<file path="src/inc/trig_seq_params.svh">
// constants for the state trigger sequencer and its register map
// Contract
// - each matched term arms only the next
// - trigger only after all terms in order
// - find term plus three levels, select a
// - final term fires on programmed occurrence count
// - eventual link accepts any later state
// - immediate link misses fall back to find
// - start mode stores trigger state first
// - center/end modes keep all sequence states
// - immediate final term ignores occurrence count
// - final term ORs extra resource terms
// - restart term returns search to find
// - restart is OR of selectable terms
// - no restart term keeps partial progress
// - center mode stores 512 more, stops
// - end mode stops at trigger state
`ifndef TRIG_SEQ_PARAMS_SVH
`define TRIG_SEQ_PARAMS_SVH

`define ADDR_CTRL 3'h0
`define ADDR_SEL 3'h1
`define ADDR_LINK 3'h2
`define ADDR_OR_MASK 3'h3
`define ADDR_RS_MASK 3'h4
`define ADDR_OCC 3'h5
`define ADDR_STATUS 3'h6
`define ADDR_OCC_CNT 3'h7

`define CTRL_START_BIT 0
`define CTRL_POS_LSB 1
`define CTRL_POS_MSB 2
`define CTRL_LAST_LSB 3
`define CTRL_LAST_MSB 4

`define POS_START 2'h0
`define POS_CENTER 2'h1
`define POS_END 2'h2

`define POS_RST 2'h0
`define LAST_RST 2'h0
`define SEL_RST 12'h000
`define LINK_RST 4'h0
`define MASK_RST 8'h00
`define OCC_RST 16'h0001

`define POST_CENTER 16'h0200
`define POST_END 16'h0000
`define MEM_DEPTH_DEF 16'h0400

`endif

</file>
<file path="src/inc/trig_seq_pkg.sv">
// types shared by the trigger sequencer files
package trig_seq_pkg;

  typedef struct packed {
    logic valid;
    logic [7:0] match;
  } sample_t;

  typedef struct packed {
    logic [1:0] pos;
    logic [1:0] last_level;
    logic [11:0] sel;
    logic [3:0] imm;
    logic [7:0] or_mask;
    logic [7:0] rs_mask;
    logic [15:0] occ;
  } seq_cfg_t;

  typedef enum logic [1:0] {
    CAP_IDLE,
    CAP_PRE,
    CAP_POST,
    CAP_DONE
  } cap_state_t;

endpackage

</file>
<file path="src/design/term_select.sv">
// per-level resource term selection
module term_select #(
  parameter int LEVELS = 4,
  parameter int TERMS = 8,
  parameter int SEL_W = 3
) (
  input wire logic [TERMS-1:0] match,
  input wire logic [LEVELS*SEL_W-1:0] sel,
  output logic [LEVELS-1:0] hit
);

  genvar i;
  generate
    for (i = 0; i < LEVELS; i++) begin : g_lvl
      // selector value 0 picks resource term a
      assign hit[i] = match[sel[i*SEL_W +: SEL_W]];
    end
  endgenerate

endmodule // term_select

</file>
<file path="src/design/capture_ctl.sv">
// store enable and stop control around the trigger position
`include "trig_seq_params.svh"

module capture_ctl #(
  parameter logic [15:0] MEM_DEPTH = `MEM_DEPTH_DEF
) (
  input wire logic sys_clk,
  input wire logic nrst,
  input wire logic start,
  input wire logic sample_valid,
  input wire logic trig_now,
  input wire logic [1:0] pos,
  output logic store_en,
  output logic done,
  output logic active
);

  trig_seq_pkg::cap_state_t state_reg;
  trig_seq_pkg::cap_state_t state_next;
  logic [15:0] post_reg;
  logic [15:0] post_next;
  logic store_next;
  logic [15:0] post_len;

  always_comb begin
    case (pos)
      `POS_CENTER: post_len = `POST_CENTER;
      `POS_END: post_len = `POST_END;
      default: post_len = MEM_DEPTH - 16'h0001;
    endcase
  end

  always_comb begin
    state_next = state_reg;
    post_next = post_reg;
    store_next = 1'b0;
    if (start) begin
      state_next = trig_seq_pkg::CAP_PRE;
      post_next = 16'h0000;
    end else if (sample_valid) begin
      case (state_reg)
        trig_seq_pkg::CAP_PRE: begin
          // start mode stores nothing ahead of the trigger
          store_next = trig_now || (pos != `POS_START);
          if (trig_now) begin
            post_next = post_len;
            if (post_len == 16'h0000) begin
              state_next = trig_seq_pkg::CAP_DONE;
            end else begin
              state_next = trig_seq_pkg::CAP_POST;
            end
          end
        end
        trig_seq_pkg::CAP_POST: begin
          store_next = 1'b1;
          post_next = post_reg - 16'h0001;
          if (post_reg == 16'h0001) begin
            state_next = trig_seq_pkg::CAP_DONE;
          end
        end
        default: begin
          store_next = 1'b0;
        end
      endcase
    end
  end

  always_ff @(posedge sys_clk or negedge nrst) begin
    if (!nrst) begin
      state_reg <= trig_seq_pkg::CAP_IDLE;
      post_reg <= 16'h0000;
    end else begin
      state_reg <= state_next;
      post_reg <= post_next;
    end
  end

  always_ff @(posedge sys_clk or negedge nrst) begin
    if (!nrst) begin
      store_en <= 1'b0;
      done <= 1'b0;
      active <= 1'b0;
    end else begin
      store_en <= store_next;
      done <= (state_next == trig_seq_pkg::CAP_DONE);
      active <= (state_next == trig_seq_pkg::CAP_PRE) ||
                (state_next == trig_seq_pkg::CAP_POST);
    end
  end

endmodule // capture_ctl

</file>
<file path="src/design/state_trigger_sequencer.sv">
// trigger sequencer top: registers, sequence walk, capture control
`include "trig_seq_params.svh"

module state_trigger_sequencer #(
  parameter logic [15:0] MEM_DEPTH = `MEM_DEPTH_DEF
) (
  input wire logic sys_clk,
  input wire logic nrst,
  input wire logic [2:0] addr,
  input wire logic [15:0] wr_data,
  input wire logic wr_en,
  input wire logic rd_en,
  output logic [15:0] rd_data,
  input wire trig_seq_pkg::sample_t smp,
  output logic trigger,
  output logic store_en,
  output logic acq_done
);

  localparam int LEVELS = 4;

  trig_seq_pkg::seq_cfg_t cfg;
  logic [1:0] pos_reg;
  logic [1:0] last_reg;
  logic [11:0] sel_reg;
  logic [3:0] imm_reg;
  logic [7:0] or_mask_reg;
  logic [7:0] rs_mask_reg;
  logic [15:0] occ_reg;
  logic start_reg;

  logic [1:0] level_reg;
  logic [1:0] level_next;
  logic [15:0] occ_cnt_reg;
  logic [15:0] occ_cnt_next;
  logic armed_reg;
  logic trig_now;
  logic [LEVELS-1:0] hit;
  logic final_hit;
  logic rs_hit;
  logic imm_final;
  logic [16:0] occ_plus;
  logic cap_store;
  logic cap_done;
  logic cap_active;

  // level index following a fallback: the failing state may itself be a find
  function automatic logic [1:0] restart_level(input logic find_hit);
    restart_level = find_hit ? 2'h1 : 2'h0;
  endfunction

  assign cfg.pos = pos_reg;
  assign cfg.last_level = last_reg;
  assign cfg.sel = sel_reg;
  assign cfg.imm = {imm_reg[3:1], 1'b0};
  assign cfg.or_mask = or_mask_reg;
  assign cfg.rs_mask = rs_mask_reg;
  assign cfg.occ = occ_reg;

  // configuration writes
  always_ff @(posedge sys_clk or negedge nrst) begin
    if (!nrst) begin
      pos_reg <= `POS_RST;
      last_reg <= `LAST_RST;
      sel_reg <= `SEL_RST;
      imm_reg <= `LINK_RST;
      or_mask_reg <= `MASK_RST;
      rs_mask_reg <= `MASK_RST;
      occ_reg <= `OCC_RST;
    end else if (wr_en) begin
      case (addr)
        `ADDR_CTRL: begin
          pos_reg <= wr_data[`CTRL_POS_MSB:`CTRL_POS_LSB];
          last_reg <= wr_data[`CTRL_LAST_MSB:`CTRL_LAST_LSB];
        end
        `ADDR_SEL: sel_reg <= wr_data[11:0];
        `ADDR_LINK: imm_reg <= {wr_data[3:1], 1'b0};
        `ADDR_OR_MASK: or_mask_reg <= wr_data[7:0];
        `ADDR_RS_MASK: rs_mask_reg <= wr_data[7:0];
        `ADDR_OCC: occ_reg <= wr_data;
        default: begin
        end
      endcase
    end
  end

  // run start pulse, taken from the control write
  always_ff @(posedge sys_clk or negedge nrst) begin
    if (!nrst) begin
      start_reg <= 1'b0;
    end else begin
      start_reg <= wr_en && (addr == `ADDR_CTRL) &&
                   wr_data[`CTRL_START_BIT];
    end
  end

  term_select #(
    .LEVELS(LEVELS),
    .TERMS(8),
    .SEL_W(3)
  ) u_sel (
    .match(smp.match),
    .sel(cfg.sel),
    .hit(hit)
  );

  assign final_hit = hit[cfg.last_level] ||
                     (|(smp.match & cfg.or_mask));
  // empty mask means no restart term at all
  assign rs_hit = |(smp.match & cfg.rs_mask);
  assign imm_final = cfg.imm[cfg.last_level];
  assign occ_plus = {1'b0, occ_cnt_reg} + 17'h00001;

  // one evaluation per valid sample
  always_comb begin
    level_next = level_reg;
    occ_cnt_next = occ_cnt_reg;
    trig_now = 1'b0;
    if (start_reg) begin
      level_next = 2'h0;
      occ_cnt_next = 16'h0000;
    end else if (smp.valid && armed_reg) begin
      if (rs_hit && (level_reg != 2'h0 || occ_cnt_reg != 16'h0000)) begin
        level_next = 2'h0;
        occ_cnt_next = 16'h0000;
      end else if (level_reg == cfg.last_level) begin
        if (final_hit) begin
          if (imm_final || occ_plus >= {1'b0, cfg.occ}) begin
            trig_now = 1'b1;
          end else begin
            occ_cnt_next = occ_plus[15:0];
          end
        end else if (imm_final) begin
          level_next = restart_level(hit[0]);
        end
      end else begin
        if (hit[level_reg]) begin
          level_next = level_reg + 2'h1;
        end else if (cfg.imm[level_reg]) begin
          level_next = restart_level(hit[0]);
        end
      end
    end
  end

  always_ff @(posedge sys_clk or negedge nrst) begin
    if (!nrst) begin
      level_reg <= 2'h0;
      occ_cnt_reg <= 16'h0000;
    end else begin
      level_reg <= level_next;
      occ_cnt_reg <= occ_cnt_next;
    end
  end

  // armed from run start until the trigger fires
  always_ff @(posedge sys_clk or negedge nrst) begin
    if (!nrst) begin
      armed_reg <= 1'b0;
    end else if (start_reg) begin
      armed_reg <= 1'b1;
    end else if (trig_now) begin
      armed_reg <= 1'b0;
    end
  end

  always_ff @(posedge sys_clk or negedge nrst) begin
    if (!nrst) begin
      trigger <= 1'b0;
    end else begin
      trigger <= trig_now;
    end
  end

  capture_ctl #(
    .MEM_DEPTH(MEM_DEPTH)
  ) u_cap (
    .sys_clk(sys_clk),
    .nrst(nrst),
    .start(start_reg),
    .sample_valid(smp.valid),
    .trig_now(trig_now),
    .pos(cfg.pos),
    .store_en(cap_store),
    .done(cap_done),
    .active(cap_active)
  );

  assign store_en = cap_store;
  assign acq_done = cap_done;

  // read data valid only in the cycle after the read strobe
  always_ff @(posedge sys_clk or negedge nrst) begin
    if (!nrst) begin
      rd_data <= 16'h0000;
    end else if (rd_en) begin
      case (addr)
        `ADDR_CTRL: rd_data <= {11'h000, last_reg, pos_reg, 1'b0};
        `ADDR_SEL: rd_data <= {4'h0, sel_reg};
        `ADDR_LINK: rd_data <= {12'h000, imm_reg[3:1], 1'b0};
        `ADDR_OR_MASK: rd_data <= {8'h00, or_mask_reg};
        `ADDR_RS_MASK: rd_data <= {8'h00, rs_mask_reg};
        `ADDR_OCC: rd_data <= occ_reg;
        `ADDR_STATUS: rd_data <= {11'h000, cap_done, cap_active,
                                  armed_reg, level_reg};
        `ADDR_OCC_CNT: rd_data <= occ_cnt_reg;
        default: rd_data <= 16'h0000;
      endcase
    end else begin
      rd_data <= 16'h0000;
    end
  end

endmodule // state_trigger_sequencer

</file>
<file path="config.mk">
export PLATFORM = sky130hd
export DESIGN_NAME = state_trigger_sequencer
export DESIGN_NICKNAME = d
export VERILOG_FILES = /design/src/inc/trig_seq_pkg.sv /design/src/design/term_select.sv /design/src/design/capture_ctl.sv /design/src/design/state_trigger_sequencer.sv
export VERILOG_INCLUDE_DIRS = /design/src /design/src/inc
export SDC_FILE = /design/constraint.sdc
export NUM_CORES = 1
export LEC_CHECK = 0
export BUFFER_PORTS_ARGS = -buffer_cell sky130_fd_sc_hd__buf_4
export CORE_ASPECT_RATIO = 1.1
export CORE_MARGIN = 10
export CORE_UTILIZATION = 55
export CTS_BUF_LIST = sky130_fd_sc_hd__clkbuf_4 sky130_fd_sc_hd__clkbuf_8
export CTS_CLUSTER_SIZE = 12
export DETAILED_ROUTE_END_ITERATION = 10
export GPL_TIMING_DRIVEN = 0
export PLACE_DENSITY = 0.73
export RECOVER_POWER = 25
export SYNTH_ARGS = -nofsm -noshare
export SYNTH_HDL_FRONTEND = slang
export SYNTH_SLANG_ARGS = --single-unit
</file>
<file path="constraint.sdc">
create_clock -name sys_clk -period 5.1 [get_ports sys_clk]
set_clock_uncertainty 0.2 [all_clocks]
set_input_delay 0.765 -clock sys_clk [delete_from_list [all_inputs] [get_ports sys_clk]]
set_output_delay 0.765 -clock sys_clk [all_outputs]
set_load 0.005 [all_outputs]
</file>
Word-level counts from Yosys, hierarchy flattened

Cells that the tools add are included.

Register bits after elaboration: 109
Input bits: 32
Output and inout bits: 19
Word-level logic and storage cells: 137

Add/sub/neg operators: 3
Magnitude comparators: 7
Equal/unequal tests: 20
Mux-type cells: 55
Bitwise gates (word level): 2
Reduce and logical (&&, ||, !) cells: 32

Operators with widths:

| cell                    | count |
|---|---|
| $mux W16                | 10 |
| $pmux W16 S8            | 1 |
| $pmux W16 S2            | 1 |
| $mux W2                 | 12 |
| $mux W1                 | 20 |
| $pmux W10 S2            | 1 |
| $add A16 B1 Y17 const B | 1 |
| $ge A17 B16 Y1          | 1 |
| $and A8 B8 Y8           | 2 |
| $eq A16 B1 Y1 const B   | 1 |
| $logic_not A16 Y1       | 1 |
| $lt A3 B4 Y1 const B    | 4 |
| $reduce_bool A16 Y1     | 1 |
| $reduce_or A8 Y1        | 2 |
| $sub A16 B1 Y16 const B | 1 |
| $bmux W1 S3             | 4 |
| $eq A3 B3 Y1 const B    | 4 |
| $reduce_and A2 Y1       | 6 |
| $reduce_bool A2 Y1      | 5 |
| $reduce_bool A3 Y1      | 3 |
| $bmux W1 S2             | 4 |
| $eq A2 B2 Y1 const B    | 4 |
| $ne A4 B4 Y1 const B    | 2 |
| $reduce_and A4 Y1       | 2 |
| other kinds (14)        | 26 |

Longest topological paths before layout

Depth in word-level cells: 16
Gate-level depth with buffers: 18
Depth with buffers taken out: 16

Modules after synthesis

From an unflattened synthesis, not the netlist that was laid out.

Cells, all modules: 646
Area, all modules: 6488.7 um2

By module, submodules not included:

| module                  | instances | cells each | area each (um2) | sequential area each (um2) |
|---|---|---|---|---|
| state_trigger_sequencer | 1         | 493        | 4937.2          | 2203.4 |
| capture_ctl             | 1         | 141        | 1296.2          | 525.5 |
| term_select             | 1         | 12         | 255.2           | 0.0 |

Worst setup path after synthesis

Ideal clock, no wire load.

Kind: register -> register
Start: register occ_cnt_reg[0]
End: register u_cap.active
Library setup time: 126 ps
Arrival time: 3414 ps
Data required time: 4774 ps
Slack: 1360 ps
Cell stages (with the launch flop): 17
Path buffers: 1
Period minus slack after synthesis: 3740 ps
Path through: dfrtp_1 -> ha_1 -> nand3_1 -> nor4_1 -> nand4_1 -> xnor2_1 -> ha_1 -> nand3_1 -> nor3_1 -> o31ai_1 -> a41oi_1 -> o211ai_2 -> buf_6 -> a21oi_1 -> nor2_1 -> a211oi_1 -> ha_1

Longest elaborated chain between the ends: 15

RTL lines:

| what                                         | line                                 | source |
|---|---|---|
| start: declaration                           | state_trigger_sequencer.sv:34        | `logic [15:0] occ_cnt_reg;` |
| start signal: assignment                     | state_trigger_sequencer.sv:152       | `occ_cnt_reg <= occ_cnt_next;` |
| $add A16 B1 Y17                              | state_trigger_sequencer.sv:112       | `assign occ_plus = {1'b0, occ_cnt_reg} + 17'h00001;` |
| $ge A17 B16 Y1                               | state_trigger_sequencer.sv:128       | `if (imm_final \|\| occ_plus >= {1'b0, cfg.occ}) begin` |
| $logic_or A1 B1 Y1                           | state_trigger_sequencer.sv:128       |  |
| $mux W1                                      | state_trigger_sequencer.sv:128       |  |
| $mux W1                                      | state_trigger_sequencer.sv:127       | `if (final_hit) begin` |
| $mux W1                                      | state_trigger_sequencer.sv:126       | `end else if (level_reg == cfg.last_level) begin` |
| $mux W1 (*)                                  | state_trigger_sequencer.sv:123       | `if (rs_hit && (level_reg != 2'h0 \|\| occ_cnt_reg != 16'h0000)) begin` |
| $mux W1 (*)                                  | state_trigger_sequencer.sv:122       | `end else if (smp.valid && armed_reg) begin` |
| $mux W1 (*)                                  | state_trigger_sequencer.sv:119       | `if (start_reg) begin` |
| $mux W2 (*)                                  | capture_ctl.sv:45                    | `if (trig_now) begin` |
| $pmux W2 S2 (*)                              | capture_ctl.sv:41                    | `case (state_reg)` |
| $mux W2 (*)                                  | capture_ctl.sv:40                    | `end else if (sample_valid) begin` |
| $mux W2 (*)                                  | capture_ctl.sv:37                    | `if (start) begin` |
| via u_cap.state_next[1]                      | capture_ctl.sv:19                    | `trig_seq_pkg::cap_state_t state_next;` |
| $eq A2 B1 Y1 or $eq A2 B2 Y1 (tied branches) | capture_ctl.sv:86, capture_ctl.sv:87 |  |
| $logic_or A1 B1 Y1 (*)                       | capture_ctl.sv:86                    | `active <= (state_next == trig_seq_pkg::CAP_PRE) \|\|` |
| end signal: assignment                       | capture_ctl.sv:86                    |  |
| end: declaration                             | capture_ctl.sv:15                    | `output logic active` |

Mark *: on every way through the listed nets, which the timed path passes. The rest lies on a longest branch.
A chain may end at the register's enable or synchronous reset.

Worst setup path in the final report

Ends and elaborated chain as after synthesis.

==> results.json <==
{
  "run_status": "finished with violations",
  "violations": "max-capacitance violations, max-slew violations",
  "ys_types": 67,
  "setup_viol": 0,
  "avgRoutedWirePerCell_um": 19.69,
  "wl_um": 17090,
  "final_common_cell": "dfrtp_1",
  "maxCapViolations": 2,
  "clockBufferDepth": 2,
  "antenna_cells": 0,
  "clk_pin_slew_ns": 0.10,
  "ctsHoldBuffers": 0,
  "synth_edf_count": 0,
  "worst_pin_slew_ns": 2.269,
  "synth_seq_cells": 109,
  "finalPower_mw": 2.704,
  "relSlewSlack_pct": -51.29,
  "hold_ws_ns": 0.2988,
  "crit_type": "reg -> reg",
  "powerDensity_nw_per_um2": 372.4,
  "synthMuxAreaShare_pct": 15.20,
  "clock_tree.root_cell": "clkbuf_8",
  "synth_top_area_share_pct": 41.47,
  "hp-class": "reg -> reg",
  "worstPathRequired_ns": 5.17,
  "numClockSinks": 109,
  "synth-compound-area-share_pct": 16.39,
  "ys_async_sr_fraction_pct": 100.0,
  "io_buffers": 49,
  "final_cell_mix": "dfrtp_1 (108), mux2_2 (52), buf_4 (51), nand2_1 (49), nor2_1 (45)",
  "fin_ws_ns": 0.5869,
  "die_area_um2": 16610,
  "yosys_warnings": 0,
  "drive_gt1_share_pct": 19.08,
  "ys_seq_area_share_pct": 41.87,
  "hpwl_um": 12940,
  "gp_congestion": 0.9501,
  "grt_max_degree": 110,
  "yosys.area_share.simple_pct": 14.51,
  "core.rowCount": 41,
  "routed_via_density": 6.243,
  "fillers": 945,
  "ant_nets": 0,
  "synth_top_family_by_area": "compound AO/OA/AOI/OAI gates",
  "timing.fmax_mhz": 221.6,
  "layout.cells.non_filler": 868,
  "reg2reg_slack_ns": 0.59,
  "synth.area.top_cells": "dfrtp_1 (41%), mux2_2 (9.0%), ha_1 (5.4%), mux2i_1 (4.1%), nand2_1 (2.8%)",
  "dr.pass1.iters": 5,
  "grt_pass1_vias": 5405,
  "setup_tns_ns": 0,
  "grt_overflow": 0,
  "cp.arrival_ns": 4.58,
  "dpl.cell_count": 853,
  "synth-xor-area-share_pct": 2.150,
  "start_kind": "register",
  "crit_path_end_kind": "register",
  "synthesis.nets": 714,
  "slew_violations": 112,
  "fin_nets": 775,
  "grt_use_total_pct": 20.70,
  "critPathMaxFanout": 10,
  "stdcell_area_um2": 7262,
  "htree_levels": 3,
  "vias": 5419,
  "fin_crit_ns": 4.513,
  "drc": 0,
  "syn_area_um2": 6518,
  "dpl_cell_area_um2": 7073,
  "drt_first_iter_violations": 457,
  "die_h_um": 134.2,
  "cts_tree": "done",
  "netlist_instances": 654,
  "fin_util_pct": 62.92,
  "avgSynthCellArea_um2": 9.966,
  "synth-main-ff-cell": "dfrtp_1",
  "grt_pass1_wl_um": 27480,
  "insertion_delay_ns": 0.38,
  "ios": 51,
  "fin_crit_sh_pct": 88.49,
  "post-place-ws_ns": 0.6881,
  "cts_made_buffers": 9,
  "synthAdderAreaFrac_pct": 5.375,
  "grt_setup_unrepaired": "false",
  "leakagePower_nw": 3.243,
  "ir_worst_vdd_v": 0.0002106,
  "cts_setup_buffers": 0,
  "area_growth_pct": 11.42,
  "start_util_pct": 56.47,
  "hold_viol": 0,
  "cts-resized-gates": 0,
  "die_w_um": 123.8,
  "antenna_found_initial": 0,
  "yosysTopAreaCell": "dfrtp_1",
  "fp.coreArea_um2": 11540
}
[kinds of logic (layout without fill, tap and decap cells)]
group           after synthesis  count (layout)
buf+inv                      71             135
mux                          85              85
simple gates                190             190
flops                       109             109
compound gates              155             155
fa+ha+maj                    28              28
xor+xnor                     16              16
[cell type report]
cell class,count,area (um^2),share of cell area (%)
Multi-Input combinational cell,474,3496,48.14
Sequential cell,109,2729,37.58
Timing Repair Buffer,50,369.1,5.083
Tap cell,150,187.7,2.584
Buffer,38,168.9,2.326
Clock buffer,10,137.6,1.895
Inverter,33,123.9,1.706
Clock inverter,4,50.05,0.6892
[Yosys cell counts, drive strengths merged, types with 3 or more instances]
library cell	n
clkbuf	29
a22o	5
nor2	45
a32o	9
mux2i	27
mux2	52
nand4	10
o21ai	38
a21o	3
nand2b	6
a31oi	4
o221a	3
xor2	3
and3	5
nor3	10
and2	5
xnor2	13
nand2	50
nor2b	6
o31ai	9
ha	28
nand3b	8
dfrtp	108
mux4	6
or3	5
a32oi	3
a211oi	6
a21oi	36
inv	32
a22oi	17
a221oi	3
buf	9
nand3	21
nor4	8
[worst max-delay path: stages (launching register included)]
cell      delay, ns
dfrtp_1        0.57
ha_1           0.30
nand3_1        0.18
nor4_1         0.49
nand4_1        0.18
xnor2_1        0.20
ha_1           0.31
nand3_1        0.11
nor3_1         0.22
o31ai_1        0.12
a41oi_1        0.29
o211ai_2       0.24
buf_6          0.21
a21oi_1        0.14
nor2_1         0.05
a211oi_1       0.29
ha_1           0.29
[final timing paths]
| path | cells past startpoint | endpoint | from |
|---|---|---|---|
| worst max-delay path | 16 | u_cap.active | occ_cnt_reg[0] |
| worst min-delay path | 1 | u_cap.post_reg[13] | u_cap.post_reg[13] |
| worst max register to register | 16 | u_cap.active | occ_cnt_reg[0] |
| worst min register to register | 1 | u_cap.post_reg[13] | u_cap.post_reg[13] |
| max in group asynchronous | 2 | or_mask_reg[2] | nrst |
| min in group asynchronous | 1 | rd_data[14] | nrst |
[metal layers]
metal / wire [um] / vias up / GRT usage [%]
met5: 0 / - / 0
met4: 609 / 0 / 8.484
met3: 929 / 44 / 3.526
met2: 8504 / 208 / 34.59
met1: 7052 / 2645 / 25.64
li1: - / 2522 / -
[where the power goes]
part | switching [mW] | internal, mW
Sequential | 0.168 | 1.03
Clock | 0.293 | 0.235
Combinational | 0.556 | 0.424
Note: power is estimated with default switching activity, not from simulation.
